==> config.mk <==
export PLATFORM = sky130hd
export DESIGN_NAME = atf_host_port
export DESIGN_NICKNAME = d
export VERILOG_FILES = /design/src/include/atf_pkg.sv /design/src/logic/atf_fifo.sv /design/src/logic/atf_host_port.sv
export SDC_FILE = /design/constraint.sdc
export NUM_CORES = 1
export LEC_CHECK = 0
export BUFFER_PORTS_ARGS = -buffer_cell sky130_fd_sc_hd__buf_4
export CORE_ASPECT_RATIO = 1.1
export CORE_MARGIN = 8
export CORE_UTILIZATION = 30
export CTS_CLUSTER_SIZE = 10
export DETAILED_ROUTE_END_ITERATION = 16
export GPL_TIMING_DRIVEN = 1
export SKIP_CTS_REPAIR_TIMING = 1
export SLEW_MARGIN = 20
export SYNTH_ARGS = -nofsm -noshare
export SYNTH_HDL_FRONTEND = slang
export SYNTH_SLANG_ARGS = --single-unit
export TNS_END_PERCENT = 20
==> constraint.sdc <==
create_clock -name clk_sys_i -period 8.6 [get_ports clk_sys_i]
set_clock_uncertainty 0.2 [all_clocks]
set_input_delay 1.72 -clock clk_sys_i [delete_from_list [all_inputs] [get_ports clk_sys_i]]
set_output_delay 1.72 -clock clk_sys_i [all_outputs]
set_load 0.005 [all_outputs]
==> src/include/atf_pkg.sv <==
// Constants, types and decode codes for the task file host port.
// Assumes one 200 MHz system clock and a synchronous active-high reset.
package atf_pkg;
  // System clock period in ns.
  localparam int unsigned CLK_PERIOD_NS = 5;
  // Widths and write buffer depth.
  localparam int unsigned DATA_W     = 16;
  localparam int unsigned BYTE_W     = 8;
  localparam int unsigned ADDR_W     = 11;
  localparam int unsigned FIFO_DEPTH = 16;
  // Map select codes.
  localparam logic [1:0] MAP_MEMORY     = 2'h0;
  localparam logic [1:0] MAP_CONTIGUOUS = 2'h1;
  localparam logic [1:0] MAP_PRIMARY    = 2'h2;
  localparam logic [1:0] MAP_SECONDARY  = 2'h3;
  // Upper address fields A9..A4 for the I/O maps.
  localparam logic [5:0] PRI_TASK_BASE = 6'h1F;
  localparam logic [5:0] PRI_ALT_BASE  = 6'h3F;
  localparam logic [5:0] SEC_TASK_BASE = 6'h17;
  localparam logic [5:0] SEC_ALT_BASE  = 6'h37;
  // Address bit positions.
  localparam int unsigned A_HI_MSB = 9;
  localparam int unsigned A_HI_LSB = 4;
  localparam int unsigned A3_BIT   = 3;
  // Task file offsets selected by A2..A0.
  localparam logic [2:0] OFS_DATA      = 3'h0;
  localparam logic [2:0] OFS_ERR_FEAT  = 3'h1;
  localparam logic [2:0] OFS_SCOUNT    = 3'h2;
  localparam logic [2:0] OFS_SNUM      = 3'h3;
  localparam logic [2:0] OFS_CYL_LO    = 3'h4;
  localparam logic [2:0] OFS_CYL_HI    = 3'h5;
  localparam logic [2:0] OFS_DRV_HEAD  = 3'h6;
  localparam logic [2:0] OFS_STAT_CMD  = 3'h7;
  localparam logic [2:0] OFS_ALT_CTRL  = 3'h6;
  localparam logic [2:0] OFS_DRV_ADDR  = 3'h7;
  // Error cause bits; others read zero.
  localparam int unsigned ERR_BAD_BLOCK = 7;
  localparam int unsigned ERR_UNCORR    = 6;
  localparam int unsigned ERR_MISSING   = 4;
  localparam int unsigned ERR_ABORTED   = 2;
  localparam int unsigned ERR_GENERAL   = 0;
  // Busy flag position in the status byte.
  localparam int unsigned STAT_BUSY = 7;
  // Drive address byte fields.
  localparam int unsigned DH_DRV_BIT  = 4;
  localparam logic [1:0]  DRV_ADDR_TOP = 2'h3;
  // Reset values.
  localparam logic [7:0]  RST_BYTE     = 8'h00;
  localparam logic [15:0] RST_WORD     = 16'h0000;
  localparam logic [7:0]  RST_DRV_HEAD = 8'hA0;
  // Sector count zero stands for this many sectors.
  localparam logic [8:0]  FULL_SECTOR_RUN = 9'h100;
  // Decoded register selects.
  typedef enum logic [3:0] {
    SEL_NONE = 4'h0,
    SEL_TASK = 4'h1,
    SEL_ALT  = 4'h2,
    SEL_DADR = 4'h3
  } atf_sel_t;
  // Host access state, one-hot.
  typedef enum logic [2:0] {
    ST_IDLE  = 3'b001,
    ST_READ  = 3'b010,
    ST_WRITE = 3'b100
  } atf_state_t;
endpackage

==> src/logic/atf_fifo.sv <==
// Synchronous FIFO with a registered read word.
// Assumes both sides share one clock.
`timescale 1ns/10ps
`default_nettype none
module atf_fifo #(
  parameter int unsigned WIDTH = 16,
  parameter int unsigned DEPTH = 16
) (
  // Clock and reset.
  input  wire logic             clk_sys_i,
  input  wire logic             rst_i,
  // Filling side.
  input  wire logic             in_valid_i,
  input  wire logic [WIDTH-1:0] in_data_i,
  output logic                  in_ready_o,
  // Draining side.
  output logic                  out_valid_o,
  output logic [WIDTH-1:0]      out_data_o,
  input  wire logic             out_ready_i
);
  localparam int unsigned PTR_W = $clog2(DEPTH);
  localparam int unsigned CNT_W = $clog2(DEPTH + 1);
  localparam logic [CNT_W-1:0] CNT_FULL = CNT_W'(DEPTH);

  typedef struct packed {
    logic [DEPTH-1:0][WIDTH-1:0] mem;
    logic [PTR_W-1:0]            wr_ptr;
    logic [PTR_W-1:0]            rd_ptr;
    logic [CNT_W-1:0]            count;
    logic                        out_valid;
    logic [WIDTH-1:0]            out_data;
  } atf_fifo_st_t;

  atf_fifo_st_t st_q;
  atf_fifo_st_t st_d;
  logic         push;
  logic         pop;

  assign in_ready_o  = (st_q.count != CNT_FULL);
  assign out_valid_o = st_q.out_valid;
  assign out_data_o  = st_q.out_data;

  always_comb begin
    st_d = st_q;
    push = in_valid_i && (st_q.count != CNT_FULL);
    pop  = (st_q.count != '0) && (!st_q.out_valid || out_ready_i);
    if (out_ready_i && st_q.out_valid) begin
      st_d.out_valid = 1'b0;
    end
    if (push) begin
      st_d.mem[st_q.wr_ptr] = in_data_i;
      st_d.wr_ptr = st_q.wr_ptr + 1'b1;
    end
    if (pop) begin
      st_d.out_data  = st_q.mem[st_q.rd_ptr];
      st_d.out_valid = 1'b1;
      st_d.rd_ptr    = st_q.rd_ptr + 1'b1;
    end
    st_d.count = st_q.count + CNT_W'(push) - CNT_W'(pop);
  end

  always_ff @(posedge clk_sys_i) begin
    if (rst_i) begin
      st_q <= '0;
    end else begin
      st_q <= st_d;
    end
  end
endmodule
`default_nettype wire

==> src/logic/atf_host_port.sv <==
// Host task file port: I/O decode, data port and parameter registers.
// Assumes async host pins; engine and configuration run on clk_sys_i.
`timescale 1ns/10ps
`default_nettype none
// Contract
// RL1: Primary: 1F, A3 low; 3F at offsets 6 and 7.
// RL2: Secondary: 17, A3 low; 37 at offsets 6 and 7.
// RL3: Direct disk mode decodes by chip selects and A2..A0.
// RL4: Data port is 16-bit read/write, word or byte wide; in direct disk mode only byte accesses decode.
// RL5: Data port shares decode with error/feature.
// RL6: Error register is read-only; valid when not busy.
// RL7: Error bits 7,6,4,2,0 carry causes; 5,3,1 read zero.
// RL8: Refused commands set the aborted bit.
// RL9: Uncorrectable read errors set the uncorrectable bit.
// RL10: Unfound sector identifiers set the sector-missing bit.
// RL11: Feature is a write-only byte at the error location.
// RL12: Sector count zero means 256 sectors.
// RL13: A failed transfer leaves the remaining count.
// RL14: Sector number is the starting sector.
// RL15: Cylinder low is the low starting cylinder byte.
// RL16: Cylinder high is the high starting cylinder byte.
// RL17: Busy is status bit 7.
// RL18: In level interrupt I/O maps a status read negates the interrupt.
// RL19: Alternate status reads like status, interrupt untouched.
// RL20: Unmatched addresses and reserved writes are ignored.
module atf_host_port (
  // Clock and reset.
  input  wire logic        clk_sys_i,
  input  wire logic        rst_i,
  // Host pins, asynchronous.
  input  wire logic [10:0] addr_i,
  input  wire logic        attr_select_n_i,
  input  wire logic        chip_select_low_n_i,
  input  wire logic        chip_select_high_n_i,
  input  wire logic        io_read_strobe_n_i,
  input  wire logic        io_write_strobe_n_i,
  input  wire logic [15:0] data_i,
  output logic [15:0]      data_o,
  output logic             data_oe_o,
  output logic             io_ready_o,
  output logic             interrupt_request_n_o,
  // Configuration, same clock.
  input  wire logic [1:0]  map_select_i,
  input  wire logic        direct_disk_mode_i,
  input  wire logic        level_irq_mode_i,
  // Command engine status and events, same clock.
  input  wire logic [7:0]  status_i,
  input  wire logic        irq_set_i,
  input  wire logic        err_clear_i,
  input  wire logic        bad_block_evt_i,
  input  wire logic        uncorrectable_evt_i,
  input  wire logic        sector_missing_evt_i,
  input  wire logic        command_aborted_evt_i,
  input  wire logic        general_error_evt_i,
  input  wire logic        sectors_left_we_i,
  input  wire logic [7:0]  sectors_left_i,
  // Command parameters toward the command engine.
  output logic [7:0]       feature_o,
  output logic [7:0]       sector_count_o,
  output logic [8:0]       transfer_sectors_o,
  output logic [7:0]       start_sector_o,
  output logic [15:0]      start_cylinder_o,
  output logic [7:0]       drive_head_o,
  output logic [7:0]       device_control_o,
  output logic [7:0]       command_o,
  output logic             command_we_o,
  // Sector data toward the flash side.
  output logic             wr_data_valid_o,
  output logic [15:0]      wr_data_o,
  input  wire logic        wr_data_ready_i,
  // Sector data from the flash side.
  input  wire logic        rd_data_valid_i,
  input  wire logic [15:0] rd_data_i,
  output logic             rd_data_ready_o
);
  typedef struct packed {
    logic [10:0] addr;
    logic        regn;
    logic        ce1n;
    logic        ce2n;
    logic        rdn;
    logic        wrn;
    logic [15:0] data;
  } atf_pins_t;

  typedef struct packed {
    atf_pins_t          s1;
    atf_pins_t          s2;
    logic               rdn_prev;
    logic               wrn_prev;
    atf_pkg::atf_state_t state;
    logic [15:0]        dout;
    logic               oe;
    logic               iordy;
    logic               irq_n;
    logic [7:0]         err;
    logic [7:0]         feature;
    logic [7:0]         scount;
    logic [7:0]         snum;
    logic [7:0]         cyl_lo;
    logic [7:0]         cyl_hi;
    logic [7:0]         drv_head;
    logic [7:0]         dev_ctrl;
    logic [7:0]         cmd;
    logic               cmd_we;
    logic [7:0]         byte_lo;
    logic               wr_phase;
    logic               rd_phase;
    logic               push_valid;
    logic [15:0]        push_data;
    logic [15:0]        rd_word;
    logic               rd_full;
    logic               rd_take;
    logic               rd_ready;
  } atf_st_t;

  atf_st_t          st_q;
  atf_st_t          st_d;
  atf_pins_t        pins_now;
  logic             fifo_in_ready;
  logic             fifo_out_valid;
  logic [15:0]      fifo_out_data;
  atf_pkg::atf_sel_t sel;
  logic [2:0]       ofs;
  logic             word_acc;
  logic             rd_fall;
  logic             rd_rise;
  logic             wr_rise;
  logic [7:0]       rd_byte;

  // Register group selected in the active map.
  function automatic atf_pkg::atf_sel_t decode_sel(
    input logic [10:0] a, input logic regn, input logic ce1n, input logic ce2n,
    input logic [1:0] map, input logic direct);
    logic [5:0] hi;
    logic       alt_ofs;
    logic [5:0] tbase;
    logic [5:0] abase;
    hi      = a[atf_pkg::A_HI_MSB:atf_pkg::A_HI_LSB];
    alt_ofs = (a[2:0] == atf_pkg::OFS_ALT_CTRL) || (a[2:0] == atf_pkg::OFS_DRV_ADDR);
    tbase   = (map == atf_pkg::MAP_PRIMARY) ? atf_pkg::PRI_TASK_BASE : atf_pkg::SEC_TASK_BASE;
    abase   = (map == atf_pkg::MAP_PRIMARY) ? atf_pkg::PRI_ALT_BASE : atf_pkg::SEC_ALT_BASE;
    decode_sel = atf_pkg::SEL_NONE;
    if (direct) begin
      if (ce2n && !ce1n) begin
        decode_sel = atf_pkg::SEL_TASK; // RL3
      end else if (!ce2n && ce1n && alt_ofs) begin
        decode_sel = (a[2:0] == atf_pkg::OFS_ALT_CTRL) ? atf_pkg::SEL_ALT
                                                       : atf_pkg::SEL_DADR; // RL3
      end
    end else if (!regn && (map == atf_pkg::MAP_PRIMARY || map == atf_pkg::MAP_SECONDARY)
                 && !(ce1n && ce2n) && !a[atf_pkg::A3_BIT]) begin
      if (hi == tbase) begin
        decode_sel = atf_pkg::SEL_TASK; // RL1 RL2
      end else if (hi == abase && alt_ofs) begin
        decode_sel = (a[2:0] == atf_pkg::OFS_ALT_CTRL) ? atf_pkg::SEL_ALT
                                                       : atf_pkg::SEL_DADR; // RL1 RL2
      end
    end
  endfunction

  assign pins_now = '{addr: addr_i, regn: attr_select_n_i, ce1n: chip_select_low_n_i,
                      ce2n: chip_select_high_n_i, rdn: io_read_strobe_n_i,
                      wrn: io_write_strobe_n_i, data: data_i};

  atf_fifo #(
    .WIDTH (atf_pkg::DATA_W),
    .DEPTH (atf_pkg::FIFO_DEPTH)
  ) u_wr_fifo (
    .clk_sys_i   (clk_sys_i),
    .rst_i       (rst_i),
    .in_valid_i  (st_q.push_valid),
    .in_data_i   (st_q.push_data),
    .in_ready_o  (fifo_in_ready),
    .out_valid_o (fifo_out_valid),
    .out_data_o  (fifo_out_data),
    .out_ready_i (wr_data_ready_i)
  );

  always_comb begin
    st_d     = st_q;
    st_d.s1  = pins_now;
    st_d.s2  = st_q.s1;
    st_d.rdn_prev = st_q.s2.rdn;
    st_d.wrn_prev = st_q.s2.wrn;
    st_d.cmd_we   = 1'b0;
    sel      = decode_sel(st_q.s2.addr, st_q.s2.regn, st_q.s2.ce1n, st_q.s2.ce2n,
                          map_select_i, direct_disk_mode_i);
    ofs      = st_q.s2.addr[2:0];
    word_acc = !st_q.s2.ce1n && !st_q.s2.ce2n;
    rd_fall  = st_q.rdn_prev && !st_q.s2.rdn;
    rd_rise  = !st_q.rdn_prev && st_q.s2.rdn;
    wr_rise  = !st_q.wrn_prev && st_q.s2.wrn;
    rd_byte  = st_q.rd_phase ? st_q.rd_word[15:8] : st_q.rd_word[7:0];
    if (st_q.push_valid && fifo_in_ready) begin
      st_d.push_valid = 1'b0;
    end
    if (rd_data_valid_i && st_q.rd_ready) begin
      st_d.rd_word = rd_data_i;
      st_d.rd_full = 1'b1;
    end
    // A new event wins over a clear.
    if (err_clear_i) begin
      st_d.err = atf_pkg::RST_BYTE;
    end
    if (bad_block_evt_i) begin
      st_d.err[atf_pkg::ERR_BAD_BLOCK] = 1'b1; // RL7
    end
    if (uncorrectable_evt_i) begin
      st_d.err[atf_pkg::ERR_UNCORR] = 1'b1; // RL9
    end
    if (sector_missing_evt_i) begin
      st_d.err[atf_pkg::ERR_MISSING] = 1'b1; // RL10
    end
    if (command_aborted_evt_i) begin
      st_d.err[atf_pkg::ERR_ABORTED] = 1'b1; // RL8
    end
    if (general_error_evt_i) begin
      st_d.err[atf_pkg::ERR_GENERAL] = 1'b1; // RL7
    end
    if (sectors_left_we_i) begin
      st_d.scount = sectors_left_i; // RL13
    end
    case (st_q.state)
      atf_pkg::ST_IDLE: begin
        if (rd_fall && sel != atf_pkg::SEL_NONE) begin
          st_d.state = atf_pkg::ST_READ;
          st_d.oe    = 1'b1;
          st_d.dout  = atf_pkg::RST_WORD;
          if (sel == atf_pkg::SEL_TASK) begin
            case (ofs)
              atf_pkg::OFS_DATA: begin
                st_d.dout = word_acc ? st_q.rd_word : {8'h00, rd_byte}; // RL4 RL5
              end
              atf_pkg::OFS_ERR_FEAT: st_d.dout[7:0] = st_q.err; // RL6 RL7
              atf_pkg::OFS_SCOUNT:   st_d.dout[7:0] = st_q.scount;
              atf_pkg::OFS_SNUM:     st_d.dout[7:0] = st_q.snum;
              atf_pkg::OFS_CYL_LO:   st_d.dout[7:0] = st_q.cyl_lo;
              atf_pkg::OFS_CYL_HI:   st_d.dout[7:0] = st_q.cyl_hi;
              atf_pkg::OFS_DRV_HEAD: st_d.dout[7:0] = st_q.drv_head;
              atf_pkg::OFS_STAT_CMD: begin
                st_d.dout[7:0] = status_i; // RL17
                if (level_irq_mode_i && !direct_disk_mode_i) begin
                  st_d.irq_n = 1'b1; // RL18
                end
              end
              default: st_d.dout = atf_pkg::RST_WORD;
            endcase
          end else if (sel == atf_pkg::SEL_ALT) begin
            st_d.dout[7:0] = status_i; // RL19
          end else begin
            st_d.dout[7:0] = {atf_pkg::DRV_ADDR_TOP, ~st_q.drv_head[3:0],
                              st_q.drv_head[atf_pkg::DH_DRV_BIT],
                              ~st_q.drv_head[atf_pkg::DH_DRV_BIT]};
          end
        end else if (!st_q.s2.wrn && st_q.wrn_prev && sel != atf_pkg::SEL_NONE) begin
          st_d.state = atf_pkg::ST_WRITE;
        end
      end
      atf_pkg::ST_READ: begin
        if (rd_rise) begin
          st_d.state = atf_pkg::ST_IDLE;
          st_d.oe    = 1'b0;
          if (sel == atf_pkg::SEL_TASK && ofs == atf_pkg::OFS_DATA) begin
            if (word_acc || st_q.rd_phase) begin
              st_d.rd_full  = 1'b0; // RL4
              st_d.rd_phase = 1'b0;
            end else begin
              st_d.rd_phase = 1'b1;
            end
          end
        end
      end
      atf_pkg::ST_WRITE: begin
        if (!st_q.push_valid) begin
          st_d.iordy = 1'b1;
        end
        if (wr_rise) begin
          st_d.state = atf_pkg::ST_IDLE;
          if (sel == atf_pkg::SEL_TASK) begin
            case (ofs)
              atf_pkg::OFS_DATA: begin
                if (word_acc) begin
                  st_d.push_valid = 1'b1; // RL4 RL5
                  st_d.push_data  = st_q.s2.data;
                end else if (st_q.wr_phase) begin
                  st_d.push_valid = 1'b1; // RL4
                  st_d.push_data  = {st_q.s2.data[7:0], st_q.byte_lo};
                  st_d.wr_phase   = 1'b0;
                end else begin
                  st_d.byte_lo  = st_q.s2.data[7:0];
                  st_d.wr_phase = 1'b1;
                end
                st_d.iordy = 1'b0;
              end
              atf_pkg::OFS_ERR_FEAT: st_d.feature  = st_q.s2.data[7:0]; // RL11 RL6
              atf_pkg::OFS_SCOUNT:   st_d.scount   = st_q.s2.data[7:0];
              atf_pkg::OFS_SNUM:     st_d.snum     = st_q.s2.data[7:0]; // RL14
              atf_pkg::OFS_CYL_LO:   st_d.cyl_lo   = st_q.s2.data[7:0]; // RL15
              atf_pkg::OFS_CYL_HI:   st_d.cyl_hi   = st_q.s2.data[7:0]; // RL16
              atf_pkg::OFS_DRV_HEAD: st_d.drv_head = st_q.s2.data[7:0];
              atf_pkg::OFS_STAT_CMD: begin
                st_d.cmd    = st_q.s2.data[7:0];
                st_d.cmd_we = 1'b1;
              end
              default: st_d.cmd_we = 1'b0;
            endcase
          end else if (sel == atf_pkg::SEL_ALT) begin
            st_d.dev_ctrl = st_q.s2.data[7:0];
          end
          // The drive address location takes no write.
        end
      end
      default: begin
        st_d.state = atf_pkg::ST_IDLE; // RL20
        st_d.oe    = 1'b0;
      end
    endcase
    // Set wins over a status read.
    if (irq_set_i) begin
      st_d.irq_n = 1'b0;
    end
    // Wait while a word is not yet in the FIFO.
    if (st_d.push_valid && st_q.state == atf_pkg::ST_WRITE && !wr_rise) begin
      st_d.iordy = 1'b0;
    end else if (!st_d.push_valid) begin
      st_d.iordy = 1'b1;
    end
    st_d.rd_ready = !st_d.rd_full && !(rd_data_valid_i && st_q.rd_ready);
  end

  always_ff @(posedge clk_sys_i) begin
    if (rst_i) begin
      st_q          <= '0;
      st_q.s1.rdn   <= 1'b1;
      st_q.s1.wrn   <= 1'b1;
      st_q.s2.rdn   <= 1'b1;
      st_q.s2.wrn   <= 1'b1;
      st_q.rdn_prev <= 1'b1;
      st_q.wrn_prev <= 1'b1;
      st_q.state    <= atf_pkg::ST_IDLE;
      st_q.iordy    <= 1'b1;
      st_q.irq_n    <= 1'b1;
      st_q.drv_head <= atf_pkg::RST_DRV_HEAD;
    end else begin
      st_q <= st_d;
    end
  end

  assign data_o                = st_q.dout;
  assign data_oe_o             = st_q.oe; // RL20
  assign io_ready_o            = st_q.iordy;
  assign interrupt_request_n_o = st_q.irq_n;
  assign feature_o             = st_q.feature;
  assign sector_count_o        = st_q.scount;
  assign start_sector_o        = st_q.snum;
  assign start_cylinder_o      = {st_q.cyl_hi, st_q.cyl_lo};
  assign drive_head_o          = st_q.drv_head;
  assign device_control_o      = st_q.dev_ctrl;
  assign command_o             = st_q.cmd;
  assign command_we_o          = st_q.cmd_we;
  assign rd_data_ready_o       = st_q.rd_ready;
  assign wr_data_valid_o       = fifo_out_valid;
  assign wr_data_o             = fifo_out_data;

  logic [8:0] run_q;
  always_ff @(posedge clk_sys_i) begin
    if (rst_i) begin
      run_q <= atf_pkg::FULL_SECTOR_RUN;
    end else begin
      run_q <= (st_d.scount == atf_pkg::RST_BYTE) ? atf_pkg::FULL_SECTOR_RUN
                                                  : {1'b0, st_d.scount}; // RL12
    end
  end
  assign transfer_sectors_o = run_q;
endmodule
`default_nettype wire

After elaboration in Yosys (flattened, before gate mapping)
Index checks and enable logic that the tools add are counted.
{ "totals": {"register_bits": 496, "word_cells": 259, "input_bits": 80, "out_inout_bits": 111} }
{ "classes": {"bitwise": 7, "n_eq_ne": 22, "addsub": 4, "n_mux": 81, "n_reduce_logical": 76, "n_lt_le_gt_ge": 3} }
{ "op_table": {"columns": ["cell", "n"], "rows": [
  ["bitwise mux 256 bit", 1],
  ["two-way mux 66 bit", 2],
  ["two-way mux 8 bit", 15],
  ["two-way mux 17 bit", 7],
  ["binary-select mux 16 bit (select 4 bit)", 1],
  ["demux 16 bit (select 4 bit)", 1],
  ["one-hot mux 8 bit (8 select lines)", 1],
  ["two-way mux 16 bit", 3],
  ["two-way mux 40 bit", 1],
  ["two-way mux 9 bit", 4],
  ["two-way mux 1 bit", 30],
  ["AND reduction 4 bit", 7],
  ["logical AND 1 bit", 25],
  ["nonzero test 2 bit", 12],
  ["two-way mux 18 bit", 1],
  ["equality test 3 bit (second input constant)", 5],
  ["AND reduction 5 bit", 3],
  ["zero test 1 bit", 14],
  ["two-way mux 3 bit", 4],
  ["two-way mux 4 bit", 3],
  ["less-than comparator 4 x 5 -> 1 bit (second input constant)", 2],
  ["two-way mux 2 bit", 5],
  ["equality test 3 x 2 -> 1 bit (second input constant)", 3],
  ["one-hot mux 3 bit (3 select lines)", 1],
  ["other kinds (27)", 42]
]} }

Longest topological paths before layout
Gate-level depths: netlist of run 1.
{ "logic_depth": {"ltp_word": 15, "depth_mapped": 16, "mapped_depth_nobuf": 15} }

Hierarchy
From an unflattened synthesis of run 1, not the netlist that was laid out.
{ "unflattened": {"hier_cells": 2070, "hier_area_um2": 21436.8} }
{ "by_module_without_submodules": {"columns": ["module", "area_each_um2", "cells_each", "n_inst", "seq_area_each_um2"], "rows": [
  ["atf_fifo", 12613.3, 1123, 1, 5725.5],
  ["atf_host_port", 8823.5, 947, 1, 4204.0]
]} }

Worst setup path after synthesis of run 1
No wires, ideal clock.
{ "synth_path": {"path_type": "input to register", "start": "input wr_data_ready_i", "end": "register u_wr_fifo.st_q[21] (netlist name)", "required_ps": 8268, "stages": 13, "setup_time_ps": 132, "arrival_ps": 3769, "path_slack_ps": 4498, "n_path_buf": 1, "cell_sequence": "nand2b_1 nor2b_1 buf_1 ha_1 inv_1 ha_1 inv_1 fa_1 inv_1 a21oi_1 nor2_1 or3_1 a21oi_1"} }
{ "synth_via": {"elab_chain_len": 3} }
{ "synth_lines": {"columns": ["element", "line", "source"], "rows": [
  ["start, declared", "atf_host_port.sv:70", "input wire logic wr_data_ready_i,"],
  ["logical OR 1 bit", "atf_fifo.sv:46", "pop = (st_q.count != '0) && (!st_q.out_valid || out_ready_i);"],
  ["logical AND 1 bit", "atf_fifo.sv:46", null],
  ["named net u_wr_fifo.pop", "atf_fifo.sv:37", "logic pop;"],
  ["subtractor 5 x 1 -> 5 bit", "atf_fifo.sv:59", "st_d.count = st_q.count + CNT_W'(push) - CNT_W'(pop);"],
  ["end signal, assigned", "atf_fifo.sv:66", "st_q <= st_d;"],
  ["end, declared", "atf_fifo.sv:34", "atf_fifo_st_t st_q;"]
]} }
The timed path passes the listed nets, and every way through them passes these cells.
A chain may end at the register's enable or synchronous reset.

Final worst setup path of run 1
{ "layout_path": {"start": "input direct_disk_mode_i", "end": "register st_q, in the netlist io_ready_o"} }
{ "layout_via": {"elab_chain_len": 8, "word_cells_on_any_way": 13, "classes_between": "2 x eq/ne; 9 x mux; 2 x reduce/logical"} }
{ "layout_lines": {"columns": ["element", "line", "source"], "rows": [
  ["start, declared", "atf_host_port.sv:44", "input wire logic direct_disk_mode_i,"],
  ["two-way mux 4 bit *", "atf_host_port.sv:144", "if (direct) begin"],
  ["equality test 4 x 1 -> 1 bit *", "atf_host_port.sv:280", "if (sel == atf_pkg::SEL_TASK) begin"],
  ["two-way mux 17 bit", "atf_host_port.sv:280", null],
  ["two-way mux 17 bit", "atf_host_port.sv:278", "if (wr_rise) begin"],
  ["two-way mux 17 bit", "atf_host_port.sv:224", "case (st_q.state)"],
  ["logical AND 1 bit (2 in series)", "atf_host_port.sv:324", "if (st_d.push_valid && st_q.state == atf_pkg::ST_WRITE && !wr_rise) begin"],
  ["!= test 3 x 1 -> 1 bit (no line) or two-way mux 1 bit (tied branches)", null, null],
  ["end signal, assigned", "atf_host_port.sv:346", "st_q <= st_d;"],
  ["end, declared", "atf_host_port.sv:117", "atf_st_t st_q;"]
]} }
Mark *: on every way between the ends. The rest lies on a longest branch, timed or not. The select of a mux whose other input is x is not followed.

==> results of run 1 <==
[logic make-up after synthesis]
| kind of cell | share of synthesized area |
|---|---|
| buffers and inverters | 0.0723 |
| multiplexers | 0.146 |
| AO/OA/AOI/OAI | 0.107 |
| AND/OR/NAND/NOR | 0.191 |
| adder cells (fa/ha/maj) | 0.00750 |
| flip-flops | 0.472 |
| XOR/XNOR | 0.00417 |
[worst max-delay path, delay by kind of cell]
family,cells,cell delay [ns]
compound gates,2,0.35
simple gates,5,2.06
buf+inv,1,0.14
[final timing paths]
check	start	endpoint	slack [ns]	cells after the start
worst max-delay path	direct_disk_mode_i	io_ready_o	4.61	8
worst min-delay path	st_d[159]	st_d[141]	0.22	1
worst max register to register	u_wr_fifo.st_q[19]	u_wr_fifo.st_q[21]	5.09	15
worst min register to register	st_d[159]	st_d[141]	0.22	1
[final cells by class]
type	instances	area [um^2]	area share
clock buffer	65	1490	0.0618
clock inverter	7	136	0.00567
inverter	19	71.3	0.00296
multi-input combinational	1590	9600	0.399
sequential	496	9930	0.413
tap	936	1170	0.0487
timing repair buffer	219	1650	0.0687
[per-stage QoR]
stage	area (um^2)	util	power, mW	cells	setup slack [ns]
after floorplan	21000	-	2.86	2387	4.50
after global placement	22400	0.321	3.04	3260	3.89
after detailed placement	22400	0.321	3.04	3260	3.91
after CTS	24100	0.344	5.26	3332	4.59
after global routing	24100	0.344	5.38	3332	4.44
final	24100	0.344	5.18	3332	4.61
[metal layers]
metal / vias up / track usage
met4: 0 / 0.0391
met2: 447 / 0.263
met1: 7774 / 0.195
li1: 7895 / -
met5: - / 0
met3: 82 / 0.0270
[power by group through the flow]
| stage | clock [mW] | sequential [mW] | combinational (mW) |
|---|---|---|---|
| after floorplan | 0 | 2.41 | 0.450 |
| after global placement | 0 | 2.47 | 0.571 |
| after detailed placement | 0 | 2.47 | 0.570 |
| after CTS | 2.27 | 2.42 | 0.572 |
| after global routing | 2.35 | 2.42 | 0.614 |
| final | 2.20 | 2.41 | 0.559 |
[synthesized netlist by cell type, types with 3 or more instances]
library cell    n  area, um^2
nor2_1        162         608
nand2b_1        6        37.5
o21ai_1         5        25.0
a221oi_1        3        26.3
a31oi_1         8        50.1
dfxtp_1       496        9930
buf_4          99         743
nor4_4          3        63.8
a21oi_1       311        1560
o221ai_1        4        35.0
nand2_1       623        2340
o22ai_1         6        37.5
nand3b_1        3        22.5
nor3b_1         4        30.0
nor4_1          5        31.3
nand3_1        24         120
inv_1          19        71.3
buf_1          12        45.0
nor2b_1        71         444
and3_1          6        37.5
a22oi_1        11        82.6
nand4_1        11        68.8
nor3_1          4        20.0
or2_2           5        31.3
or4_1           5        37.5
a211oi_1        3        22.5
mux2i_1       109        1090
mux2_2         11         124
xnor2_1         4        35.0
buf_2           8        40.0
or3_1           4        25.0
ha_1           11         138
xor2_1          6        52.6
and2_1          5        31.3
clkbuf_1      162         608
o21ai_0        43         215
mux4_2         82        1850
[flip-flops by register name (all words and copies together) (netlist names)]
| signal | count |
|---|---|
| sector_count_o | 8 |
| interrupt_request_n_o | 1 |
| u_wr_fifo.st_q | 269 |
| start_cylinder_o | 16 |
| u_wr_fifo.out_data_o | 16 |
| feature_o | 8 |
| u_wr_fifo.out_valid_o | 1 |
| rd_data_ready_o | 1 |
| io_ready_o | 1 |
| ofs | 3 |
| transfer_sectors_o | 9 |
| data_oe_o | 1 |
| st_d | 33 |
| device_control_o | 8 |
| command_we_o | 1 |
| data_o | 16 |
| st_q | 80 |
| start_sector_o | 8 |
| drive_head_o | 8 |
| command_o | 8 |
==> results.md, run 1 <==
* CP startpoint kind: input pin
* Post-synthesis cell count at between 2000 and 2500
* Starting density of the core at 0.301
* RSZ-0062 raised after global routing: no
* Met3 Routed Length at roughly 3900 um
* Total of max-cap violations at 0
* Part of the power in registers at 0.466
* CTS Buf Count at 57
* Async set or reset register ratio after synthesis at 0
* Syn Nets at around 2500
* Max stage delay on crit path at 0.72 ns
* CP endpoint kind: flop
* WL met2 at roughly 31000 um
* Fill cells at roughly 7200
* NumNets Final at around 2500
* Crit path max-delay cell type: nor2_1
* Layout cell share with drive strength beyond 1 at 0.168
* HPWL Detailed at 42000 um
* Internal Power at 3.86 mW
* Cell Rows at between 100 and 150
* First-pass GRT wire length at approximately 94000 um
* Vias in the first global route at between 15000 and 20000
* Worst-Margin Slew at roughly 1.1 ns
* Clock latency on the worst-skew pair at about 0.62 ns
* # IOs at 191
* Tcrit/Tclk final at 0.464
* PortBufs at ~190
* Max-slew headroom at 0.270
* Worst path arrival time at approximately 4.3 ns
* DRT Pass-1 Iters at 7
* Top FF cell, synth: dfxtp_1
* Clk buf depth at 3
* Syn Area/Cell at approximately 8.8 um^2
* Via/cell ratio at ~4.9
* Fin crit period at 3.99 ns
* Highest routed layer: met4
* Area of the die at around 0.079 mm^2
* YS warnings at 0
* Yosys reg bits at ~500
* Die width at approximately 270 um
* Clock sink total at 496
* Clock power share at 0.426
* Fin. Hold Viols at 0
* PD cells at between 200 and 250 mW/mm^2
* GRT Util Overall at 0.152
* WHS at 0.220 ns
* Initial antenna violation count at 0
* Final RePlAce weighted congestion at 0.830
* Crit-path cells: buf_4, a21oi_1, and4_1, nand4b_1, and2_1, nor2_1, a31oi_1, or4_1
* Logic pwr share at 0.108
* # H-tree levels at 2
* Largest net degree at the start of global routing at roughly 110
* Area growth, synth to finish at 14.4%
* TritonCTS clock tree: yes
* Antenna-violating nets left at 0
* Hold crit path type: flop to flop
* CTS root buf: clkbuf_16
* Grt total ovfl at 0
* Synthesized area at 0.0210 mm^2
* WL/cell at 18.6 um
* FMAX at between 200 and 300 MHz
* Sw frac at 0.254
* Count of final setup violators at 0
* Yosys cell types at 63
* Antenna cell count at 0
* Kind of critical path: input pin to flop
* Commonest cells after routing, fill and taps aside: 623 x nand2_1, 494 x dfxtp_1, 311 x a21oi_1, 218 x buf_4, 157 x nor2_1
* Final Max Tran Viols at 0
* Worst path required time at ~8.9 ns
* IR drop worst, VDD at 0.156 mV
* Status: finished clean
* Setup TNS at 0 ns
* Core area at 0.0699 mm^2
* Vias at around 16000
* Post-synth EDFFs at 0
* M1 wire length at approximately 26000 um
* DRC violations left at 0
* DRT iter0 DRCs at ~1400
* Most common cell after layout, fill and taps aside: nand2_1
* Max FO, Critical Path at 14
* Sequential element share of the synthesized area at 0.472
* Die height at approximately 290 um
* Clk slew on worst S/H paths at 0.06 ns
* DRT Wirelength at 62000 um
* Psw at ~1.3 mW
* Lkg Pwr at 8.68 nW
Power figures use the tool's default switching activity.
==> run 2, diff against run 1 <==
--- a/config.mk
+++ b/config.mk
@@ -5,6 +5,7 @@
 export SDC_FILE = /design/constraint.sdc
 export NUM_CORES = 1
 export LEC_CHECK = 0
+export ABC_AREA = 1
 export BUFFER_PORTS_ARGS = -buffer_cell sky130_fd_sc_hd__buf_4
 export CORE_ASPECT_RATIO = 1.1
 export CORE_MARGIN = 8
==> constraint.sdc (replaced) <==
create_clock -name clk_sys_i -period 4.1 [get_ports clk_sys_i]
set_clock_uncertainty 0.2 [all_clocks]
set_input_delay 0.82 -clock clk_sys_i [delete_from_list [all_inputs] [get_ports clk_sys_i]]
set_output_delay 0.82 -clock clk_sys_i [all_outputs]
set_load 0.005 [all_outputs]
==> run 2 against run 1 <==
Sequential share of layout area down 0.80 points. First-iteration DRC count down 19%. Core utilization down 0.10 points. Combinational power rose to 4.0 times the previous value. Final cell count up 15%. Synthesized cell count up 22%. Non-clock buffer count up 9. Largest cell class unchanged. Largest power group unchanged.
==> results.md, run 2 <==
* RSZ-0062 raised after global routing: no
* Antenna cell count at 0 (unchanged)
* Highest routed layer: met5
* Clock power share at 0.382 (-0.044)
* Lkg Pwr at 9.36 nW (+7.7%)
* Die width at 272 um (+1.2%)
* Setup TNS at 0 ns (unchanged)
* Fill cells at 7603 (+5.4%)
* Commonest cells after routing, fill and taps aside: 506 x a21oi_1, 499 x o21ai_0, 494 x dfxtp_1, 443 x inv_1, 225 x buf_4
* CP endpoint kind: flop
* Worst path arrival time at 3.37 ns (-0.91 ns)
* Internal Power at 8.45 mW (+120%)
* NumNets Final at 2980 (+20%)
* Final RePlAce weighted congestion at 0.921 (+11%)
* PD cells at 489 mW/mm^2 (+130%)
* Count of final setup violators at 0 (unchanged)
* Area of the die at 0.0807 mm^2 (+2.4%)
* Final Max Tran Viols at 0 (unchanged)
* Top FF cell, synth: dfxtp_1
* WL/cell at 16.4 um (-12%)
* Total of max-cap violations at 0 (unchanged)
* Yosys reg bits at 496 (unchanged)
* Area growth, synth to finish at 13.8%
* Hold crit path type: flop to flop
* Psw at 3.54 mW (+170%)
* Part of the power in registers at 0.432 (-0.034)
* Clk buf depth at 3 (unchanged)
* Largest net degree at the start of global routing at 130 (+23%)
* Top cells by area, synth: dfxtp_1 46%, a21oi_1 12%, o21ai_0 12%
* # IOs at 191 (unchanged)
* GRT Util Overall at 0.149 (-0.00274)
* WL met2 at 28700 um (-6.3%)
* Syn Area/Cell at 7.43 um^2 (-16%)
* Vias at 17900 (+11%)
* Fin. Hold Viols at 0 (unchanged)
* Crit path max-delay cell type: inv_1
* Starting density of the core at 0.301 (+0.000779)
* Max stage delay on crit path at 0.54 ns (-0.18 ns)
* YS warnings at 0 (unchanged)
* Post-synthesis cell count at 2902 (+22%)
* CP startpoint kind: flop
* DRT Wirelength at 62900 um (+1.5%)
* Grt total ovfl at 0 (unchanged)
* Synthesized area at 0.0216 mm^2 (+2.5%)
* Antenna-violating nets left at 0 (unchanged)
* Core area at 0.0715 mm^2 (+2.3%)
* Logic pwr share at 0.185 (+0.077)
* Clock sink total at 496 (unchanged)
* Max-slew headroom at 0.385 (+0.115)
* Tot Pwr at 12.0 mW (+130%)
* WHS at 0.197 ns (-0.0238 ns)
* Worst path required time at 4.43 ns (-4.46 ns)
* Status: finished clean
* Most frequent CP cell: nand2_4
* Via/cell ratio at 4.66 (-4.1%)
* Max reg flops at 269 (unchanged)
* Met3 Routed Length at 4630 um (+20%)
* Hold depth at 2 (+1)
* # H-tree levels at 2 (unchanged)
* First-pass GRT wire length at 97700 um (+3.6%)
* Sequential element share of the synthesized area at 0.461 (-0.0117)
* Top-area cell type share of the netlist area at 0.461 (-0.0117)
* CTS root buf: clkbuf_16
* Tcrit/Tclk final at 0.740
* Kind of critical path: flop to flop
* Clock latency on the worst-skew pair at 0.60 ns (-0.02 ns)
* M1 wire length at 27700 um (+6.0%)
* DRT Pass-1 Iters at 5 (-2)
* FMAX at about 330 MHz
* Async set or reset register ratio after synthesis at 0 (unchanged)
* Vias in the first global route at 16700 (+9.5%)
* Clk slew on worst S/H paths at 0.06 ns (about the same)
* IR drop worst, VDD at 0.346 mV (+120%)
* Initial antenna violation count at 1 (+1)
* Top-count cell post-synth: a21oi_1
* TritonCTS clock tree: yes
* Layout cell share with drive strength beyond 1 at 0.119 (-0.0489)
* Syn Nets at 2994 (+21%)
* PortBufs at 189 (unchanged)
* Max FO, Critical Path at 28 (+14)
* DRT iter0 DRCs at 1118 (-19%)
* Yosys cell types at 41 (-35%)
* Cell Rows at 103 (+0.98%)
* Worst-Margin Slew at 0.922 ns (-0.169 ns)
* Crit-path cells: nor2_1, buf_4, inv_1, nand4_2, nand2_4, inv_4, nand2_4, nand4_4, nor2_4, nand2_1, a21oi_1
* DRC violations left at 0 (unchanged)
* Synth top cells by count: 506 x a21oi_1, 499 x o21ai_0, 496 x dfxtp_1
* Sw frac at 0.295 (+0.0414)
* CTS Buf Count at 57 (unchanged)
* Fin crit period at between 3 and 4 ns
* Yosys top cell by area: dfxtp_1
* Largest Register: u_wr_fifo.st_q
* Die height at 297 um (+1.2%)
* Post-synth EDFFs at 0 (unchanged)
* Most common cell after layout, fill and taps aside: a21oi_1
* Worst-case reg-to-reg path depth at 11 (-4)
* HPWL Detailed at 39900 um (-4.9%)
[run 2: cell types whose count changed in the layout (fill, tap and decap cells not counted), moves of 14 or more]
cell / delta
nor2_1: +65
nand3_1: +117
nand2_1: -487
o211ai_1: +18
mux4_2: -82
nand4_1: +14
mux2i_1: -109
o21ai_0: +457
inv_1: +424
o21ai_1: +14
a21oi_1: +195
nor2b_1: -70
[run 2: area by class of cell]
cell class	count	area [um^2]	share of cell area
inverters	458	1730	0.0707
multi-input cells	1647	8340	0.340
clock inverters	4	53.8	0.00219
flip-flops and latches	496	9930	0.405
well taps	945	1180	0.0482
repair buffers	228	1750	0.0713
clock buffers	67	1540	0.0626
[run 2: stage by stage]
step                utilization  area (um^2)  worst slack [ns]  instances
finish                    0.343        24500              1.07       3845
global route              0.343        24500             0.740       3845
CTS                       0.343        24500              1.04       3845
detailed placement        0.321        22900             0.991       3774
global placement          0.321        22900             0.991       3774
floorplan                     -        21600             0.973       2902
[run 2: worst paths after layout]
check	start	endpoint	slack, ns
worst max-delay path	st_q[161]	data_o[15]	1.07
worst min-delay path	st_d[145]	st_q[145]	0.20
worst max register to register	st_q[161]	data_o[15]	1.07
worst min register to register	st_d[145]	st_q[145]	0.20
[run 2: layer usage]
layer  up-vias  track usage
li1       9337            -
met5         -            0
met4         2       0.0502
met2       426        0.242
met3       122       0.0440
met1      8032        0.188
[run 2: power groups by stage]
stage / Clock [mW] / Combinational, mW / Sequential [mW]
6_report: 4.58 / 2.22 / 5.19
5_1_grt: 4.90 / 2.52 / 5.21
4_1_cts: 4.70 / 2.23 / 5.19
3_5_place_dp: 0 / 2.23 / 5.29
3_3_place_gp: 0 / 2.22 / 5.30
2_1_floorplan: 0 / 1.64 / 5.17
[run 2: cells by family after synthesis]
family / share of synthesized area
AO/OA/AOI/OAI: 0.253
buffers and inverters: 0.152
multiplexers: 0.00157
XOR/XNOR: 0.000406
flip-flops: 0.461
adder cells (fa/ha/maj): 0.00731
AND/OR/NAND/NOR: 0.125
[run 2: worst max-delay path: cells and delay by family (launching register included)]
family,cells,cell delay [ns]
and+or+nand+nor,7,1.46
buffers and inverters,3,0.81
AOI/OAI and AO/OA,1,0.13
DFF,1,0.35
==> run 3, diff against run 2 <==
--- a/config.mk
+++ b/config.mk
@@ -5,7 +5,7 @@
 export SDC_FILE = /design/constraint.sdc
 export NUM_CORES = 1
 export LEC_CHECK = 0
-export ABC_AREA = 1
+export ABC_AREA = 0
 export BUFFER_PORTS_ARGS = -buffer_cell sky130_fd_sc_hd__buf_4
 export CORE_ASPECT_RATIO = 1.1
 export CORE_MARGIN = 8
==> constraint.sdc (replaced) <==
create_clock -name clk_sys_i -period 3.12 [get_ports clk_sys_i]
set_clock_uncertainty 0.2 [all_clocks]
set_input_delay 0.624 -clock clk_sys_i [delete_from_list [all_inputs] [get_ports clk_sys_i]]
set_output_delay 0.624 -clock clk_sys_i [all_outputs]
set_load 0.005 [all_outputs]
==> run 3 against run 2 <==
Core utilization up 0.83 points. Global-route usage up 0.40 points. Die area down 2.3%. Design area up 0.13%. Final cell count down 12%. Via count down 8.8%. Clock-buffer cell count up 1. Sequential power up 28%. Setup slack worse by 0.84 ns.
==> results.md, run 3 (synthesized netlist as in run 1, its figures left out) <==
* Status: finished clean
* Die height at 294 um (-1.2%)
* Largest Register: u_wr_fifo.st_q
* DRT iter0 DRCs at 1312 (+17%)
* CP startpoint kind: flop
* Antenna cell count at 0 (unchanged)
* Design area at 0.0246 mm^2 (+0.13%)
* Via/cell ratio at 4.82 (+3.4%)
* Commonest cells after routing, fill and taps aside: 623 x nand2_1, 494 x dfxtp_1, 311 x a21oi_1, 258 x buf_4, 161 x nor2_1
* Non-Filler Instances at 3389 (-12%)
* TritonCTS clock tree: yes
* Tcrit/Tclk final at 0.927 (+0.186)
* Largest net degree at the start of global routing at 152 (+17%)
* Worst path arrival time at 3.24 ns (-0.13 ns)
* CTS root buf: clkbuf_16
* DRC violations left at 0 (unchanged)
* Max reg flops at 269 (unchanged)
* Initial antenna violation count at 2 (+1)
* Worst-Margin Slew at 0.983 ns (+0.0606 ns)
* DRT Wirelength at 62000 um (-1.5%)
* FMAX at 346 MHz (+5.0%)
* Max-slew headroom at 0.344 (-0.0413)
* Area growth, synth to finish at 16.8%
* PD cells at 583 mW/mm^2 (+19%)
* Inst Count DP at 3309 (-12%)
* WL/cell at 18.3 um (+12%)
* Clock latency on the worst-skew pair at 0.62 ns (+0.02 ns)
* Cell Rows at 102 (-0.97%)
* GRT Util Overall at 0.153 (+0.00400)
* Total of max-cap violations at 0 (unchanged)
* # H-tree levels at 2 (unchanged)
* NumNets Final at 2530 (-15%)
* PortBufs at 189 (unchanged)
* Fin. Hold Viols at 0 (unchanged)
* Count of final setup violators at 0 (unchanged)
* DRT Pass-1 Iters at 5 (unchanged)
* Kind of critical path: flop to flop
* Starting density of the core at 0.301 (-0.000779)
* Die width at 268 um (-1.2%)
* Fin crit period at 2.89 ns (-0.144 ns)
* Max FO, Critical Path at 3 (-89%)
* R2R Setup Slk at 0.23 ns (-0.84 ns)
* Clk slew on worst S/H paths at 0.06 ns (about the same)
* Hold depth at 3 (+1)
* IR drop worst, VDD at 0.423 mV (+22%)
* # IOs at 191 (unchanged)
* Hold crit path type: input pin to flop
* Worst-case reg-to-reg path depth at 15 (+4)
* Core area at 0.0699 mm^2 (-2.2%)
* HPWL Detailed at 43000 um (+7.7%)
* Grt total ovfl at 0 (unchanged)
* WHS at 0.0130 ns (-0.184 ns)
* Area of the die at 0.0788 mm^2 (-2.3%)
* CP endpoint kind: flop
* RSZ-0062 raised after global routing: no
* Most common cell after layout, fill and taps aside: nand2_1
* Clk buf depth at 3 (unchanged)
* Tot Pwr at 14.3 mW (+19%)
* Setup TNS at 0 ns (unchanged)
* Final RePlAce weighted congestion at 0.837 (-9.2%)
* Layout cell share with drive strength beyond 1 at 0.183 (+0.0637)
* CTS Buf Count at 57 (unchanged)
* Vias at 16300 (-8.8%)
* Clock sink total at 496 (unchanged)
* Lkg Pwr at 8.96 nW (-4.2%)
* Worst path required time at 3.46 ns (-0.97 ns)
* Antenna-violating nets left at 0 (unchanged)
* Final Max Tran Viols at 0 (unchanged)
* First-pass GRT wire length at 95100 um (-2.7%)
* Placed cell areas at 0.0229 mm^2 (-0.16%)
* Vias in the first global route at 15700 (-5.8%)
==> run 3: path summary, 6_finish.rpt <==
| kind | from | end |
|---|---|---|
| min | bad_block_evt_i | st_q[118] |
| max reg2reg | u_wr_fifo.st_q[20] | u_wr_fifo.st_q[21] |
| max | u_wr_fifo.st_q[20] | u_wr_fifo.st_q[21] |
| min reg2reg | st_d[157] | st_q[157] |
==> run 3: per-stage QoR <==
stage	util	worst slack, ns
6_report	0.351	0.229
3_5_place_dp	0.327	0.208
3_3_place_gp	0.327	0.222
2_1_floorplan	-	0.237
5_1_grt	0.351	0.0108
4_1_cts	0.350	0.229
==> run 3: final cells by class <==
type	count	area [um^2]
Clock inverter	6	81.3
Clock buffer	68	1520
Sequential cell	496	9930
Tap cell	936	1170
Inverter	19	71.3
Fill cell	7231	45400
Multi-Input combinational cell	1590	9590
Timing Repair Buffer	274	2190
==> run 3: per-layer routing <==
layer  track usage  wire [um]
met1         0.195      26000
met2         0.261      30100
met3        0.0276       3940
met4        0.0507       1980
met5             0          0
==> run 3: worst max-delay path: stages (launching register included) <==
cell     delay, ns
dfxtp_1       0.31
inv_1         0.08
ha_1          0.14
and3_1        0.21
nor2b_1       0.31
nor2b_4       0.07
ha_1          0.28
inv_1         0.04
ha_1          0.18
inv_1         0.08
fa_1          0.21
inv_1         0.05
a21oi_1       0.13
nor2_1        0.06
or3_1         0.34
a21oi_1       0.13
==> run 3: where the power goes <==
group | leakage [nW] | switching (mW) | internal [mW]
Sequential | 4.02 | 0.175 | 6.46
Combinational | 4.16 | 0.899 | 0.805
Clock | 0.785 | 2.58 | 3.39
